--- src/rtl/uart9_cfg.svh ---
// Register offsets, field positions, reset values and counts of the serial port
`ifndef UART9_CFG_SVH
`define UART9_CFG_SVH
`define REG_CONTROL    3'h0
`define REG_BUFFER     3'h1
`define REG_POWER      3'h2
`define REG_BAUD_SEL   3'h3
`define REG_T1_RELOAD  3'h4
`define REG_BG_LOW     3'h5
`define REG_BG_HIGH    3'h6
`define CTL_VARIABLE   6
`define CTL_FILTER     5
`define CTL_RX_EN      4
`define CTL_TX_NINTH   3
`define CTL_RX_NINTH   2
`define CTL_TX_DONE    1
`define CTL_RX_DONE    0
`define PWR_DOUBLE     7
`define SEL_BAUD_GEN   0
`define CONTROL_RST    8'h00
`define POWER_RST      8'h00
`define BAUD_SEL_RST   8'h00
`define T1_RELOAD_RST  8'h00
`define BG_RELOAD_RST  10'h3d9
`define RX_SH_INIT     9'h1ff
`define T1_PRESCALE    3'h6
`define SAMPLE_A       4'h7
`define SAMPLE_B       4'h8
`define SAMPLE_C       4'h9
`define TX_FRAME_ROLLS 4'hb
`endif

--- src/rtl/uart9_pkg.sv ---
// Types shared by the serial port design files
`default_nettype none
package uart9_pkg;
  typedef struct packed {
    logic [2:0] addr;
    logic [7:0] wdata;
    logic       wr;
    logic       rd;
  } reg_req_s;
  typedef enum logic [1:0] {RX_HUNT, RX_BITS, RX_TAIL} rx_state_e;
endpackage
`default_nettype wire

--- src/rtl/uart_nine_bit_modes.sv ---
// Serial port core for the eleven-bit frame modes with its register port
`include "uart9_cfg.svh"
`default_nettype none
// Operation
// Eleven bits: start, eight LSB-first, ninth, stop
// Sent ninth bit follows tx_ninth_bit
// Received ninth bit lands in rx_ninth_bit
// Fixed mode: osc/32, osc/16 when doubled
// Variable mode: timer 1 (osc/6) or generator
// Buffer write loads ninth bit, requests send
// Send begins at next counter rollover
// Start bit, data one bit later, shift after
// First shift inserts one, then zeroes
// Stop beside ninth: last shift, done, roll 11
// Hunt falling edge at sixteen times rate
// Edge clears counter, loads all ones
// Majority of samples at states 7, 8, 9
// Nonzero start bit: back to hunting
// Start bit leftmost: final shift and load
// Load only if flag clear and filter passes
// Load byte, ninth bit, set rx_done_flag
// One bit after final shift, hunt again
// Stop bit value affects nothing
// Software clears rx_done_flag after reading
module uart_nine_bit_modes (
  input  wire logic                mclk_in,
  input  wire logic                rst_n_in,
  input  wire uart9_pkg::reg_req_s bus_in,
  output logic [7:0]               rdata_out,
  input  wire logic                rxd_in,
  output logic                     txd_out
);
  import uart9_pkg::*;

  localparam logic [7:0] CTRL_RST = `CONTROL_RST;
  localparam logic [7:0] PWR_RST  = `POWER_RST;
  localparam logic [7:0] SEL_RST  = `BAUD_SEL_RST;

  logic       rst_meta;
  logic       rst_n;
  logic       variable_mode;
  logic       multiproc_filter;
  logic       rx_en;
  logic       tx_ninth_bit;
  logic       rx_ninth_bit;
  logic       tx_done_flag;
  logic       rx_done_flag;
  logic       baud_double;
  logic       bg_sel;
  logic [7:0] t1_reload;
  logic [9:0] bg_reload;
  logic [7:0] serial_buffer;
  logic [7:0] next_rdata;
  logic       wr_ctrl;
  logic       wr_buf;
  logic [2:0] t1_pre;
  logic       t1_step;
  logic [7:0] t1_cnt;
  logic       t1_ovf;
  logic [9:0] bg_cnt;
  logic       bg_ovf;
  logic       src_tick;
  logic       half;
  logic       tick16;
  logic [8:0] tx_sh;
  logic       tx_req;
  logic       send;
  logic       data_ph;
  logic       shifted;
  logic       tx_roll;
  logic       tx_accept;
  logic       tx_last;
  logic       tx_fin;
  logic [3:0] roll_cnt;
  rx_state_e  rx_state;
  logic       rxd_q;
  logic       rxd_prev;
  logic       s_a;
  logic       s_b;
  logic       first_bit;
  logic       maj;
  logic [8:0] rx_sh;
  logic [3:0] rx_cnt;
  logic       rx_edge;
  logic       sample_c;
  logic       final_sh;
  logic       rx_load;
  logic [7:0] rx_byte;
  logic [4:0] tail_ticks;

  // Reset is released through two flops so every flop leaves reset together
  always_ff @(posedge mclk_in or negedge rst_n_in) begin
    if (!rst_n_in) begin
      rst_meta <= 1'b0;
      rst_n <= 1'b0;
    end else begin
      rst_meta <= 1'b1;
      rst_n <= rst_meta;
    end
  end

  assign wr_ctrl = bus_in.wr && (bus_in.addr == `REG_CONTROL);
  assign wr_buf  = bus_in.wr && (bus_in.addr == `REG_BUFFER);

  // Software-owned configuration
  always_ff @(posedge mclk_in or negedge rst_n) begin
    if (!rst_n) begin
      variable_mode <= CTRL_RST[`CTL_VARIABLE];
      multiproc_filter <= CTRL_RST[`CTL_FILTER];
      rx_en <= CTRL_RST[`CTL_RX_EN];
      tx_ninth_bit <= CTRL_RST[`CTL_TX_NINTH];
      baud_double <= PWR_RST[`PWR_DOUBLE];
      bg_sel <= SEL_RST[`SEL_BAUD_GEN];
      t1_reload <= `T1_RELOAD_RST;
      bg_reload <= `BG_RELOAD_RST;
    end else if (bus_in.wr) begin
      unique case (bus_in.addr)
        `REG_CONTROL: begin
          variable_mode <= bus_in.wdata[`CTL_VARIABLE];
          multiproc_filter <= bus_in.wdata[`CTL_FILTER];
          rx_en <= bus_in.wdata[`CTL_RX_EN];
          tx_ninth_bit <= bus_in.wdata[`CTL_TX_NINTH];
        end
        `REG_POWER: begin
          baud_double <= bus_in.wdata[`PWR_DOUBLE];
        end
        `REG_BAUD_SEL: begin
          bg_sel <= bus_in.wdata[`SEL_BAUD_GEN];
        end
        `REG_T1_RELOAD: begin
          t1_reload <= bus_in.wdata;
        end
        `REG_BG_LOW: begin
          bg_reload[7:0] <= bus_in.wdata;
        end
        `REG_BG_HIGH: begin
          bg_reload[9:8] <= bus_in.wdata[1:0];
        end
        default: begin
        end
      endcase
    end
  end

  // Hardware events win over a software write in the same cycle
  always_ff @(posedge mclk_in or negedge rst_n) begin
    if (!rst_n) begin
      tx_done_flag <= CTRL_RST[`CTL_TX_DONE];
    end else if (tx_fin) begin
      tx_done_flag <= 1'b1;
    end else if (wr_ctrl) begin
      tx_done_flag <= bus_in.wdata[`CTL_TX_DONE];
    end
  end

  // Never cleared here: software must clear it or later frames are dropped
  always_ff @(posedge mclk_in or negedge rst_n) begin
    if (!rst_n) begin
      rx_done_flag <= CTRL_RST[`CTL_RX_DONE];
    end else if (rx_load) begin
      rx_done_flag <= 1'b1;
    end else if (wr_ctrl) begin
      rx_done_flag <= bus_in.wdata[`CTL_RX_DONE];
    end
  end

  always_ff @(posedge mclk_in or negedge rst_n) begin
    if (!rst_n) begin
      rx_ninth_bit <= CTRL_RST[`CTL_RX_NINTH];
      serial_buffer <= 8'h00;
    end else if (rx_load) begin
      rx_ninth_bit <= maj;
      serial_buffer <= rx_byte;
    end else if (wr_ctrl) begin
      rx_ninth_bit <= bus_in.wdata[`CTL_RX_NINTH];
    end
  end

  always_comb begin
    next_rdata = 8'h00;
    unique case (bus_in.addr)
      `REG_CONTROL: begin
        next_rdata[`CTL_VARIABLE] = variable_mode;
        next_rdata[`CTL_FILTER] = multiproc_filter;
        next_rdata[`CTL_RX_EN] = rx_en;
        next_rdata[`CTL_TX_NINTH] = tx_ninth_bit;
        next_rdata[`CTL_RX_NINTH] = rx_ninth_bit;
        next_rdata[`CTL_TX_DONE] = tx_done_flag;
        next_rdata[`CTL_RX_DONE] = rx_done_flag;
      end
      `REG_BUFFER: next_rdata = serial_buffer;
      `REG_POWER: next_rdata[`PWR_DOUBLE] = baud_double;
      `REG_BAUD_SEL: next_rdata[`SEL_BAUD_GEN] = bg_sel;
      `REG_T1_RELOAD: next_rdata = t1_reload;
      `REG_BG_LOW: next_rdata = bg_reload[7:0];
      `REG_BG_HIGH: next_rdata[1:0] = bg_reload[9:8];
      default: next_rdata = 8'h00;
    endcase
  end

  // Read data stand only in the cycle after the strobe
  always_ff @(posedge mclk_in or negedge rst_n) begin
    if (!rst_n) begin
      rdata_out <= 8'h00;
    end else if (bus_in.rd) begin
      rdata_out <= next_rdata;
    end else begin
      rdata_out <= 8'h00;
    end
  end

  // Timer 1 counts at oscillator / 6 and reloads on overflow
  assign t1_step = (t1_pre == (`T1_PRESCALE - 3'h1));
  assign t1_ovf  = t1_step && (t1_cnt == 8'hff);

  always_ff @(posedge mclk_in or negedge rst_n) begin
    if (!rst_n) begin
      t1_pre <= 3'h0;
      t1_cnt <= `T1_RELOAD_RST;
    end else begin
      t1_pre <= t1_step ? 3'h0 : t1_pre + 3'h1;
      if (t1_ovf) begin
        t1_cnt <= t1_reload;
      end else if (t1_step) begin
        t1_cnt <= t1_cnt + 8'h01;
      end
    end
  end

  assign bg_ovf = (bg_cnt == 10'h3ff);

  always_ff @(posedge mclk_in or negedge rst_n) begin
    if (!rst_n) begin
      bg_cnt <= `BG_RELOAD_RST;
    end else begin
      bg_cnt <= bg_ovf ? bg_reload : bg_cnt + 10'h001;
    end
  end

  // Fixed mode sees the oscillator as its overflow source; halving unless doubled
  assign src_tick = !variable_mode ? 1'b1 : (bg_sel ? bg_ovf : t1_ovf);
  assign tick16   = src_tick && (baud_double || half);

  always_ff @(posedge mclk_in or negedge rst_n) begin
    if (!rst_n) begin
      half <= 1'b0;
    end else if (src_tick) begin
      half <= ~half;
    end
  end

  bit_counter #(
    .WIDTH (4)
  ) u_tx_div (
    .clk_in    (mclk_in),
    .rst_n_in  (rst_n),
    .tick_in   (tick16),
    .clear_in  (1'b0),
    .count_out (),
    .roll_out  (tx_roll)
  );

  // A write while a frame is pending or running is ignored, not queued
  assign tx_accept = wr_buf && !tx_req && !send;
  assign tx_last   = send && data_ph && shifted && (tx_sh[8:2] == 7'h00) && tx_sh[1];
  assign tx_fin    = tx_roll && tx_last;

  always_ff @(posedge mclk_in or negedge rst_n) begin
    if (!rst_n) begin
      tx_sh <= 9'h000;
      tx_req <= 1'b0;
      send <= 1'b0;
      data_ph <= 1'b0;
      shifted <= 1'b0;
      txd_out <= 1'b1;
    end else if (tx_accept) begin
      tx_sh <= {tx_ninth_bit, bus_in.wdata};
      tx_req <= 1'b1;
    end else if (tx_roll) begin
      if (tx_req) begin
        send <= 1'b1;
        tx_req <= 1'b0;
        data_ph <= 1'b0;
        shifted <= 1'b0;
        txd_out <= 1'b0;
      end else if (send && !data_ph) begin
        data_ph <= 1'b1;
        txd_out <= tx_sh[0];
      end else if (send) begin
        tx_sh <= {!shifted, tx_sh[8:1]};
        txd_out <= tx_sh[1];
        shifted <= 1'b1;
        if (tx_last) begin
          send <= 1'b0;
          data_ph <= 1'b0;
        end
      end
    end
  end

  always_ff @(posedge mclk_in or negedge rst_n) begin
    if (!rst_n) begin
      roll_cnt <= 4'h0;
    end else if (tx_accept) begin
      roll_cnt <= 4'h0;
    end else if (tx_roll && (tx_req || send)) begin
      roll_cnt <= roll_cnt + 4'h1;
    end
  end

  // Line is taken as synchronous; one flop only aligns it with the samplers
  always_ff @(posedge mclk_in or negedge rst_n) begin
    if (!rst_n) begin
      rxd_q <= 1'b1;
    end else begin
      rxd_q <= rxd_in;
    end
  end

  assign rx_edge = (rx_state == RX_HUNT) && rx_en && tick16 && rxd_prev && !rxd_q;

  bit_counter #(
    .WIDTH (4)
  ) u_rx_div (
    .clk_in    (mclk_in),
    .rst_n_in  (rst_n),
    .tick_in   (tick16),
    .clear_in  (rx_edge),
    .count_out (rx_cnt),
    .roll_out  ()
  );

  assign maj      = (s_a && s_b) || (s_a && rxd_q) || (s_b && rxd_q);
  assign sample_c = (rx_state != RX_HUNT) && tick16 && (rx_cnt == `SAMPLE_C);
  assign final_sh = (rx_state == RX_BITS) && sample_c && !rx_sh[8];
  assign rx_load  = final_sh && !rx_done_flag && (!multiproc_filter || maj);
  // The first data bit sits deepest in the register, so the byte is reversed
  assign rx_byte  = {<<{rx_sh[7:0]}};

  always_ff @(posedge mclk_in or negedge rst_n) begin
    if (!rst_n) begin
      s_a <= 1'b1;
      s_b <= 1'b1;
      rxd_prev <= 1'b1;
    end else if (tick16) begin
      rxd_prev <= rxd_q;
      if (rx_cnt == `SAMPLE_A) begin
        s_a <= rxd_q;
      end
      if (rx_cnt == `SAMPLE_B) begin
        s_b <= rxd_q;
      end
    end
  end

  always_ff @(posedge mclk_in or negedge rst_n) begin
    if (!rst_n) begin
      rx_state <= RX_HUNT;
      rx_sh <= `RX_SH_INIT;
      first_bit <= 1'b0;
    end else begin
      unique case (rx_state)
        RX_HUNT: begin
          if (rx_edge) begin
            rx_sh <= `RX_SH_INIT;
            first_bit <= 1'b1;
            rx_state <= RX_BITS;
          end
        end
        RX_BITS: begin
          if (sample_c) begin
            first_bit <= 1'b0;
            rx_sh <= {rx_sh[7:0], maj};
            if (first_bit && maj) begin
              rx_state <= RX_HUNT;
            end else if (!rx_sh[8]) begin
              rx_state <= RX_TAIL;
            end
          end
        end
        RX_TAIL: begin
          // Stop bit time: its value is never looked at
          if (sample_c) begin
            rx_state <= RX_HUNT;
          end
        end
        default: begin
          rx_state <= RX_HUNT;
        end
      endcase
    end
  end

  // Ticks spent in the stop bit time, so the return to hunting can be timed at any rate
  always_ff @(posedge mclk_in or negedge rst_n) begin
    if (!rst_n) begin
      tail_ticks <= 5'h00;
    end else if (rx_state != RX_TAIL) begin
      tail_ticks <= 5'h00;
    end else if (tick16) begin
      tail_ticks <= tail_ticks + 5'h01;
    end
  end
endmodule
`default_nettype wire

--- src/rtl/bit_counter.sv ---
// Divide-by-16 bit-time counter with synchronous clear and rollover pulse
`default_nettype none
module bit_counter #(
  parameter int unsigned WIDTH = 4
) (
  input  wire logic             clk_in,
  input  wire logic             rst_n_in,
  input  wire logic             tick_in,
  input  wire logic             clear_in,
  output logic [WIDTH-1:0]      count_out,
  output logic                  roll_out
);
  always_ff @(posedge clk_in or negedge rst_n_in) begin
    if (!rst_n_in) begin
      count_out <= '0;
    end else if (clear_in) begin
      count_out <= '0;
    end else if (tick_in) begin
      count_out <= count_out + 1'b1;
    end
  end

  assign roll_out = tick_in && !clear_in && (count_out == '1);
endmodule
`default_nettype wire

--- config.mk ---
export PLATFORM = sky130hd
export DESIGN_NAME = uart_nine_bit_modes
export DESIGN_NICKNAME = d
export VERILOG_FILES = /design/src/rtl/uart9_pkg.sv /design/src/rtl/uart_nine_bit_modes.sv /design/src/rtl/bit_counter.sv
export VERILOG_INCLUDE_DIRS = /design/src /design/src/rtl
export SDC_FILE = /design/constraint.sdc
export NUM_CORES = 1
export LEC_CHECK = 0
export BUFFER_PORTS_ARGS = -buffer_cell sky130_fd_sc_hd__buf_2
export CORE_ASPECT_RATIO = 0.6
export CORE_UTILIZATION = 25
export CTS_CLUSTER_DIAMETER = 30
export CTS_CLUSTER_SIZE = 40
export DETAILED_ROUTE_END_ITERATION = 8
export GPL_TIMING_DRIVEN = 0
export SLEW_MARGIN = 20
export SYNTH_ARGS = -nofsm -noshare
export SYNTH_HDL_FRONTEND = slang
export SYNTH_SLANG_ARGS = --single-unit
--- constraint.sdc ---
create_clock -name mclk_in -period 7.3 [get_ports mclk_in]
set_clock_uncertainty 0.05 [all_clocks]
set_input_delay 1.095 -clock mclk_in [delete_from_list [all_inputs] [get_ports mclk_in]]
set_output_delay 1.095 -clock mclk_in [all_outputs]
set_load 0.01 [all_outputs]
Yosys cells after proc, flatten, opt, wreduce, memory -nomap -nowiden
Index checks and enable logic that the tools add are counted.
- register bits: 105
- output and inout bits: 9
- input port bits: 16
- reductions and logical operators: 68
- muxes and demuxes: 52
- equal/unequal tests: 22
- bitwise gates (word level): 2
- $add $sub $neg: 5
- operator list (operator ; count):
    $mux W9 ; 7
    $logic_and A1 B1 Y1 ; 27
    $mux W1 ; 26
    $mux W8 ; 3
    $pmux W5 S4 ; 1
    $pmux W9 S2 ; 1
    $reduce_bool A2 Y1 ; 9
    $reduce_and A2 Y1 ; 8
    $reduce_and A4 Y1 ; 4
    $eq A3 B3 Y1 const B ; 4
    $eq A4 B4 Y1 const B ; 3
    $add A10 B1 Y10 const B ; 1
    $eq A10 B10 Y1 const B ; 1
    $mux W10 ; 1
    $mux W2 ; 5
    $ne A2 B2 Y1 const B ; 5
    $reduce_and A3 Y1 ; 3
    $add A4 B1 Y4 const B ; 2
    $add A8 B1 Y8 const B ; 1
    $eq A8 B8 Y1 const B ; 1
    $logic_not A1 Y1 ; 8
    $mux W4 ; 2
    $logic_not A7 Y1 ; 1
    $eq A3 B2 Y1 const B ; 2
    18 further kinds ; 23

Depth between registers and ports, before layout
Gate-level depths: netlist of run 1.
- depth in word-level cells: 12
- depth in mapped cells: 8

Modules after synthesis
A second synthesis of run 1 with hierarchy kept.
- cells, all modules: 422
- area, all modules: 5136.2 um^2
- by module, submodules not included (module ; cells each ; times used ; seq. area each (um^2) ; area each (um^2)):
    uart_nine_bit_modes ; 386 ; 1 ; 2462.4 ; 4680.7
    bit_counter ; 18 ; 2 ; 100.1 ; 227.7

Worst setup path before layout of run 1
No wires, ideal clock.
- path type: input to register
- start: input port bus_in[12] in the netlist's numbering
- end: register rx_ninth_bit
- path buffers: 1
- slack: 4.594 ns
- stages on the path: 5
- data arrival time: 2.531 ns
- cells stage by stage: or2_2 clkbuf_1 nor2_1 mux2_2 mux2_2
- word-level cells in the longest chain between the ends: 3
- RTL lines (what ; line ; source):
    start: declaration ; uart_nine_bit_modes.sv:28 ; input wire uart9_pkg::reg_req_s bus_in,
    $logic_not A3 Y1 ; -- ;
    $logic_and A1 B1 Y1 ; uart_nine_bit_modes.sv:102 ; assign wr_ctrl = bus_in.wr && (bus_in.addr == `REG_CONTROL);
    $reduce_bool A2 Y1 (no source line) ; -- ;
    end signal: assignment ; uart_nine_bit_modes.sv:169 ; rx_ninth_bit <= CTRL_RST[`CTL_RX_NINTH];
    end signal: assignment ; uart_nine_bit_modes.sv:172 ; rx_ninth_bit <= maj;
    end signal: assignment ; uart_nine_bit_modes.sv:175 ; rx_ninth_bit <= bus_in.wdata[`CTL_RX_NINTH];
    end: declaration ; uart_nine_bit_modes.sv:45 ; logic rx_ninth_bit;
Every way passes these cells.
A chain may end at the register's enable or synchronous reset.

Final worst setup path of run 1
- start: input port bus_in[10] in the netlist's numbering
- end: register rdata_out[2]
- word-level cells in the longest chain between the ends: 3
- RTL lines (what ; line ; source):
    $eq A3 B3 Y1, or another cell as far along ; uart_nine_bit_modes.sv:181 ; unique case (bus_in.addr)
    $pmux W5 S4 * ; uart_nine_bit_modes.sv:181 ;
    $mux W8 * ; uart_nine_bit_modes.sv:205 ; end else if (bus_in.rd) begin
    end signal: assignment ; uart_nine_bit_modes.sv:206 ; rdata_out <= next_rdata;
    end: declaration ; uart_nine_bit_modes.sv:29 ; output logic [7:0] rdata_out,
Every way passes the cells marked *; elsewhere a longest branch is shown, timed or not.

==> results of run 1 <==
[synthesized netlist by cell type (3+ instances only)]
cell type,n
a21boi_0,3
a21oi_1,10
a31oi_1,6
and2_1,9
and3_1,5
and4_1,3
clkbuf_1,9
dfrtp_1,77
dfstp_2,28
ha_1,6
inv_1,11
mux2_2,36
mux2i_1,13
nand2_1,41
nand2b_1,5
nand3_1,10
nand4_1,6
nand4b_1,4
nor2_1,14
nor2b_1,6
nor3_1,6
o21a_1,11
o21ai_0,23
o22a_1,19
o22ai_1,5
xnor2_1,5
xor2_1,4
[registers in the layout (all words and copies together), names as in the netlist, 8 cells and up]
| register | flops |
|---|---|
| t1_cnt | 8 |
| bg_reload | 10 |
| t1_reload | 8 |
| bg_cnt | 10 |
| serial_buffer | 8 |
| tx_sh | 9 |
| rdata_out | 8 |
| rx_sh | 9 |
[power groups by stage]
stage | sequential, mW | clock (mW) | combinational [mW]
finish | 0.977 | 0.520 | 0.417
global route | 1.01 | 0.553 | 0.471
CTS | 0.975 | 0.532 | 0.418
detailed placement | 0.982 | 0 | 0.416
global placement | 0.977 | 0 | 0.385
floorplan | 0.931 | 0 | 0.315
[path summary, 6_finish.rpt]
kind                                end
max                        rdata_out[2]
min                           t1_cnt[5]
max reg2reg                    rx_sh[5]
min reg2reg                   t1_cnt[5]
max in group asynchronous      rxd_prev
min in group mclk_in              rst_n
[metrics by stage]
stage,cells,worst slack [ps]
CTS,703,4410
global route,703,4150
global placement,685,3030
floorplan,415,4160
finish,704,4400
detailed placement,687,4130
[logic make-up after synthesis]
kind of cell,share of synthesized area (%)
xor gates and xnor gates,1.62
and+or+nand+nor,13.8
AOI/OAI and AO/OA,14.4
DFF,54.7
muxes,11.9
other,0.0770
buffers and inverters,1.82
adders and majority gates,1.75
[metal layers]
layer | global-route usage, % | vias up | wire [um]
met4 | 2.16 | 0 | 68
met1 | 17.8 | 1735 | 5880
met3 | 4.86 | 7 | 922
met5 | 0 | - | 0
met2 | 17.2 | 94 | 4790
li1 | - | 1604 | -
[area by class of cell]
class / instances / area (um2)
sequential: 105 / 2670
clock inverter: 3 / 65.1
tap: 246 / 308
timing repair buffer: 26 / 160
antenna: 1 / 2.50
inverter: 11 / 41.3
multi-input combinational: 287 / 2130
buffer: 12 / 47.5
clock buffer: 13 / 250
fill: 1936 / 13400
[worst max-delay path, stage by stage]
cell and delay (ps):
buf_2 120, buf_1 520, clkbuf_1 580, mux2i_1 410
o22ai_1 170, and2_1 190
==> summary.txt, run 1 <==
Place
  – Port bufs: 24
  – Final HPWL DP: 8750 um
  – Gpl congestion: 0.838
  – Placed Area: 5340 um2

Worst setup path
  – WP data required: 7490 ps
  – Crit path launch type: input pin
  – CP Class: input pin to register
  – R2r startpoint: bg_cnt[0]
  – CP Capture Type: register
  – R2R depth: 8
  – Setup crit start: bus_in[10]
  – Max FO, Critical Path: 10
  – Reg2reg setup slack: 4420 ps
  – Critical Path AT: 3090 ps

STA
  – Min Hold Slack: 197 ps
  – # setup viols final: 0
  – RSZ-0062 raised after global routing: false
  – Post-route setup TNS: 0 ps
  – Fin crit period: 2900 ps
  – Fin crit share: 39.8%
  – F_max: 345 MHz
  – Endpoints failing hold: 0
  – Worst slew pin tran: 735 ps
  – Rel. slew slack: 50.8%
  – Max-slew violations: 0

Final layout
  – Post-Layout Inst Area: 5670 um2
  – Final Net Count: 474
  – Share of layout cells above drive strength 1: 25.8%
  – Final core utilization: 29.8%
  – Commonest non-fill, non-tap cell in the layout: dfrtp_1
  – Layout area overhead: 16.3%
  – Commonest cells after routing, fill and taps aside: dfrtp_1, nand2_1, mux2_2

GRT
  – Largest net degree at the start of global routing: 41
  – GRT Util Overall: 12.3%
  – Antenna violations before repair: 1
  – Number of global-route vias before repair: 3418
  – GRT overflow: 0
  – Wire length of the first global-routing pass: 18900 um

Route
  – DRT iter0 DRCs: 296
  – Remaining antenna violation count: 0
  – Vias: 3440
  – WL per Instance: 16.6 um
  – Vias per inst: 4.89
  – Detailed Route WL: 11700 um
  – First-pass iteration count of the detailed router: 4
  – Residual DRC: 0

Power and ir drop
  – Clock power frac: 27.2%
  – Leakage: 2.38 nW
  – Combinational power share: 21.8%
  – Register share of total power: 51.0%
  – Switching Fraction: 30.9%
  – Int Pwr: 1.32 mW
  – Worst VDD drop: 144 uV
  – Final Total Pwr: 1.91 mW
  – P_sw: 0.593 mW
  – Pwr/cell area: 338 nW/um2

Floorplan
  – Num rows: 39
  – Initial core utilization: 25.6%
  – Core ar.: 19000 um2
  – DIE HEIGHT: 110 um
  – # IOs: 25
  – Die extent in x: 182 um
  – Full die area: 20100 um2

Synth
  – Post-synth top area share: 39.6%
  – YS warnings: 0
  – Post-Syn Area: 4870 um2
  – Cells after Synth: 415
  – Post-synth EDFFs: 0
  – Sequential cell area fraction in the yosys report: 54.7%
  – Yosys reg bits: 105
  – Synth cell types: 57
  – Dominant synthesized flop cell: dfrtp_1
  – Post-Syn Area per Cell: 11.7 um2
  – Synth area leader: dfrtp_1
  – Syn nets: 437
  – Dominant cells by area after synthesis: dfrtp_1, dfstp_2, mux2_2
  – Async SR Flop Fraction: 100%

Clock tree
  – Clock Latency Late Sink: 350 ps
  – Postcts setup bufs: 0
  – Maximum clock path buffer count: 2
  – Cts bufs inserted: 9
  – Clock root buffer master: clkbuf_16
  – H-tree depth: 3
  – # hold bufs at CTS: 0
  – CTS tree: built
  – Worst-path clk slew: 70 ps
  – # resized after CTS: 0
  – CTS Sinks: 105

Run
  – Max-cap violations: 0

Run status
  – Outcome: completed

Worst hold path
  – Worst hold path type: register to asynchronous set/reset pin
(Power assumes the default switching activity.)
==> inputs of run 2 (changes only) <==
- clock period: 7.3 -> 2.45 ns (I/O delays scaled with it)
==> run 2 against run 1 <==
  * The flow now finishes with violations (DRC)
  * Critical path type is now register to register
  * Power grew to 3.0 times the previous value
  * Count of clock-buffer cells in the layout down 1
  * Clock power increased to 2.8 times the previous value
==> summary.txt, run 2 (same netlist as run 1, synthesis figures left out) <==
Run status
  – Outcome: complete, but fails checks
  – Violated checks: DRC

Clock tree
  – Cts bufs inserted: 9 (unchanged)
  – CTS tree: built
  – Maximum clock path buffer count: 2 (unchanged)
  – CTS Sinks: 105 (unchanged)
  – H-tree depth: 3 (unchanged)
  – Worst-path clk slew: 70 ps (about the same)
  – Clock Latency Late Sink: 360 ps (about the same)
  – Clock root buffer master: clkbuf_16

Place
  – Worst slack, placed: -356 ps (-4490 ps)
  – Placed cell count: 687 (unchanged)
  – Gpl congestion: 0.832 (-0.68%)
  – Final HPWL DP: 8580 um (-2.0%)
  – Port bufs: 24 (unchanged)

Floorplan
  – Core ar.: 19000 um2 (unchanged)
  – DIE HEIGHT: 110 um (unchanged)
  – Die extent in x: 182 um (unchanged)
  – Num rows: 39 (unchanged)
  – Initial core utilization: 25.6% (unchanged)
  – Full die area: 20100 um2 (unchanged)
  – # IOs: 25 (unchanged)

Final layout
  – Post-route insts no fill: 715 (+1.6%)
  – Top flop regs: bg_cnt (10), bg_reload (10)
  – Commonest cells after routing, fill and taps aside: dfrtp_1, nand2_1, mux2_2
  – Commonest non-fill, non-tap cell in the layout: dfrtp_1
  – Share of layout cells above drive strength 1: 29.2% (+3.4 points)
  – Layout area overhead: 19.5%
  – Final Net Count: 486 (+2.5%)
  – ANT cells: 0 (-1)

STA
  – Worst slew pin tran: 782 ps (+46.7 ps)
  – F_max: 424 MHz
  – Min Hold Slack: 59.7 ps (-137 ps)
  – Fin crit period: 2360 ps
  – # setup viols final: 0 (unchanged)
  – Endpoints failing hold: 0 (unchanged)
  – Final setup margin: 90.0 ps (-4310 ps)
  – RSZ-0062 raised after global routing: false
  – Fin crit share: 96.3%
  – Max-slew violations: 0 (unchanged)
  – Post-route setup TNS: 0 ps (unchanged)
  – Rel. slew slack: 47.7% (-3.1 points)

GRT
  – Number of global-route vias before repair: 3483 (+1.9%)
  – GRT Util Overall: 12.6% (+0.25 points)
  – Antenna violations before repair: 1 (unchanged)
  – Wire length of the first global-routing pass: 19100 um (+1.3%)
  – GRT overflow: 0 (unchanged)
  – Largest net degree at the start of global routing: 41 (unchanged)

Worst setup path
  – Max FO, Critical Path: 9 (-1)
  – Crit path cell chain: ha_2, and3_1, buf_6, and4_4, o211ai_4, nor4_4, buf_4, mux2_2
  – Crit-path max cell delay: 560 ps (-20 ps)
  – CP Class: register to register
  – Critical Path AT: 2550 ps (-540 ps)
  – Crit path launch type: register
  – WP data required: 2640 ps (-4850 ps)
  – Max stage delay cell, worst path: dfstp_2
  – CP Capture Type: register

Power and ir drop
  – Worst VDD drop: 398 uV (+180%)
  – Leakage: 2.43 nW (+2.2%)
  – Pwr/cell area: 982 nW/um2 (+190%)

Route
  – Vias: 3508 (+2.0%)
  – Remaining antenna violation count: 0 (unchanged)
  – Vias per inst: 4.91 (+0.41%)
  – Residual DRC: 2 (+2)
  – First-pass iteration count of the detailed router: 7 (+3)
  – DRT iter0 DRCs: 337 (+14%)
  – Detailed Route WL: 12000 um (+2.7%)
  – WL per Instance: 16.8 um (+1.2%)

Worst hold path
  – Worst hold path type: input pin to register

Run
  – Max-cap violations: 0 (unchanged)
run 2: metrics by stage:
stage / area (um2) / util [%] / total power [mW]
CTS: 5740 / 30.1 / 5.69
detailed placement: 5340 / 28.1 / 4.15
global route: 5820 / 30.6 / 6.06
finish: 5820 / 30.6 / 5.71
floorplan: 4870 / - / 3.71
global placement: 5300 / 27.9 / 4.06
run 2: final cells by class:
class | instances | area [um2]
fillers | 1924 | 13200
inverters | 11 | 41.3
repair buffers | 38 | 269
flip-flops and latches | 105 | 2670
plain buffers | 12 | 58.8
clock buffers | 12 | 246
clock inverters | 4 | 53.8
multi-input cells | 287 | 2180
well taps | 246 | 308
run 2: report_power, final:
part / switching [mW] / internal, mW / total [mW]
clock network: 0.647 / 0.823 / 1.47
registers: 0.510 / 2.40 / 2.91
logic: 0.663 / 0.676 / 1.34
run 2: layer usage:
metal	vias up	global-route usage, %	part of all wire (%)
met1	1774	18.6	51
met4	0	3.12	0.91
met2	103	17.4	41
met5	-	0	0
li1	1618	-	-
met3	13	4.04	6.4
run 2: worst max-delay path: cells and delay by family, from the launching register on:
family                     cells  cell delay (ps)
DFF                            1              560
and+or+nand+nor                3              660
buffers and inverters          2              340
adders and majority gates      1              200
AOI/OAI and AO/OA              1              100
muxes                          1              340
run 2: repair_timing:
action / 4_1_cts / 5_1_grt
buffers inserted: 5 / 5
cloned: 1 / 0
setup endpoints to repair: 27 / 35
pin swaps: 2 / 3
hold buffers: 1 / 0
endpoints found under the hold margin: 2 / 0
gates resized for setup: 13 / 5
run 2: worst paths after layout:
| path | startpoint | to | slack (ps) | cells after the start |
|---|---|---|---|---|
| min reg2reg | rst_n | t1_cnt[7] | 220 | 0 |
| max reg2reg | bg_cnt[0] | rx_ninth_bit | 90 | 8 |
| min | rxd_in | rxd_q | 60 | 1 |
| min in group asynchronous | rst_n | t1_cnt[7] | 220 | 0 |
| max | bg_cnt[0] | rx_ninth_bit | 90 | 8 |
| max in group asynchronous | rst_n | bg_cnt[9] | 1500 | 1 |
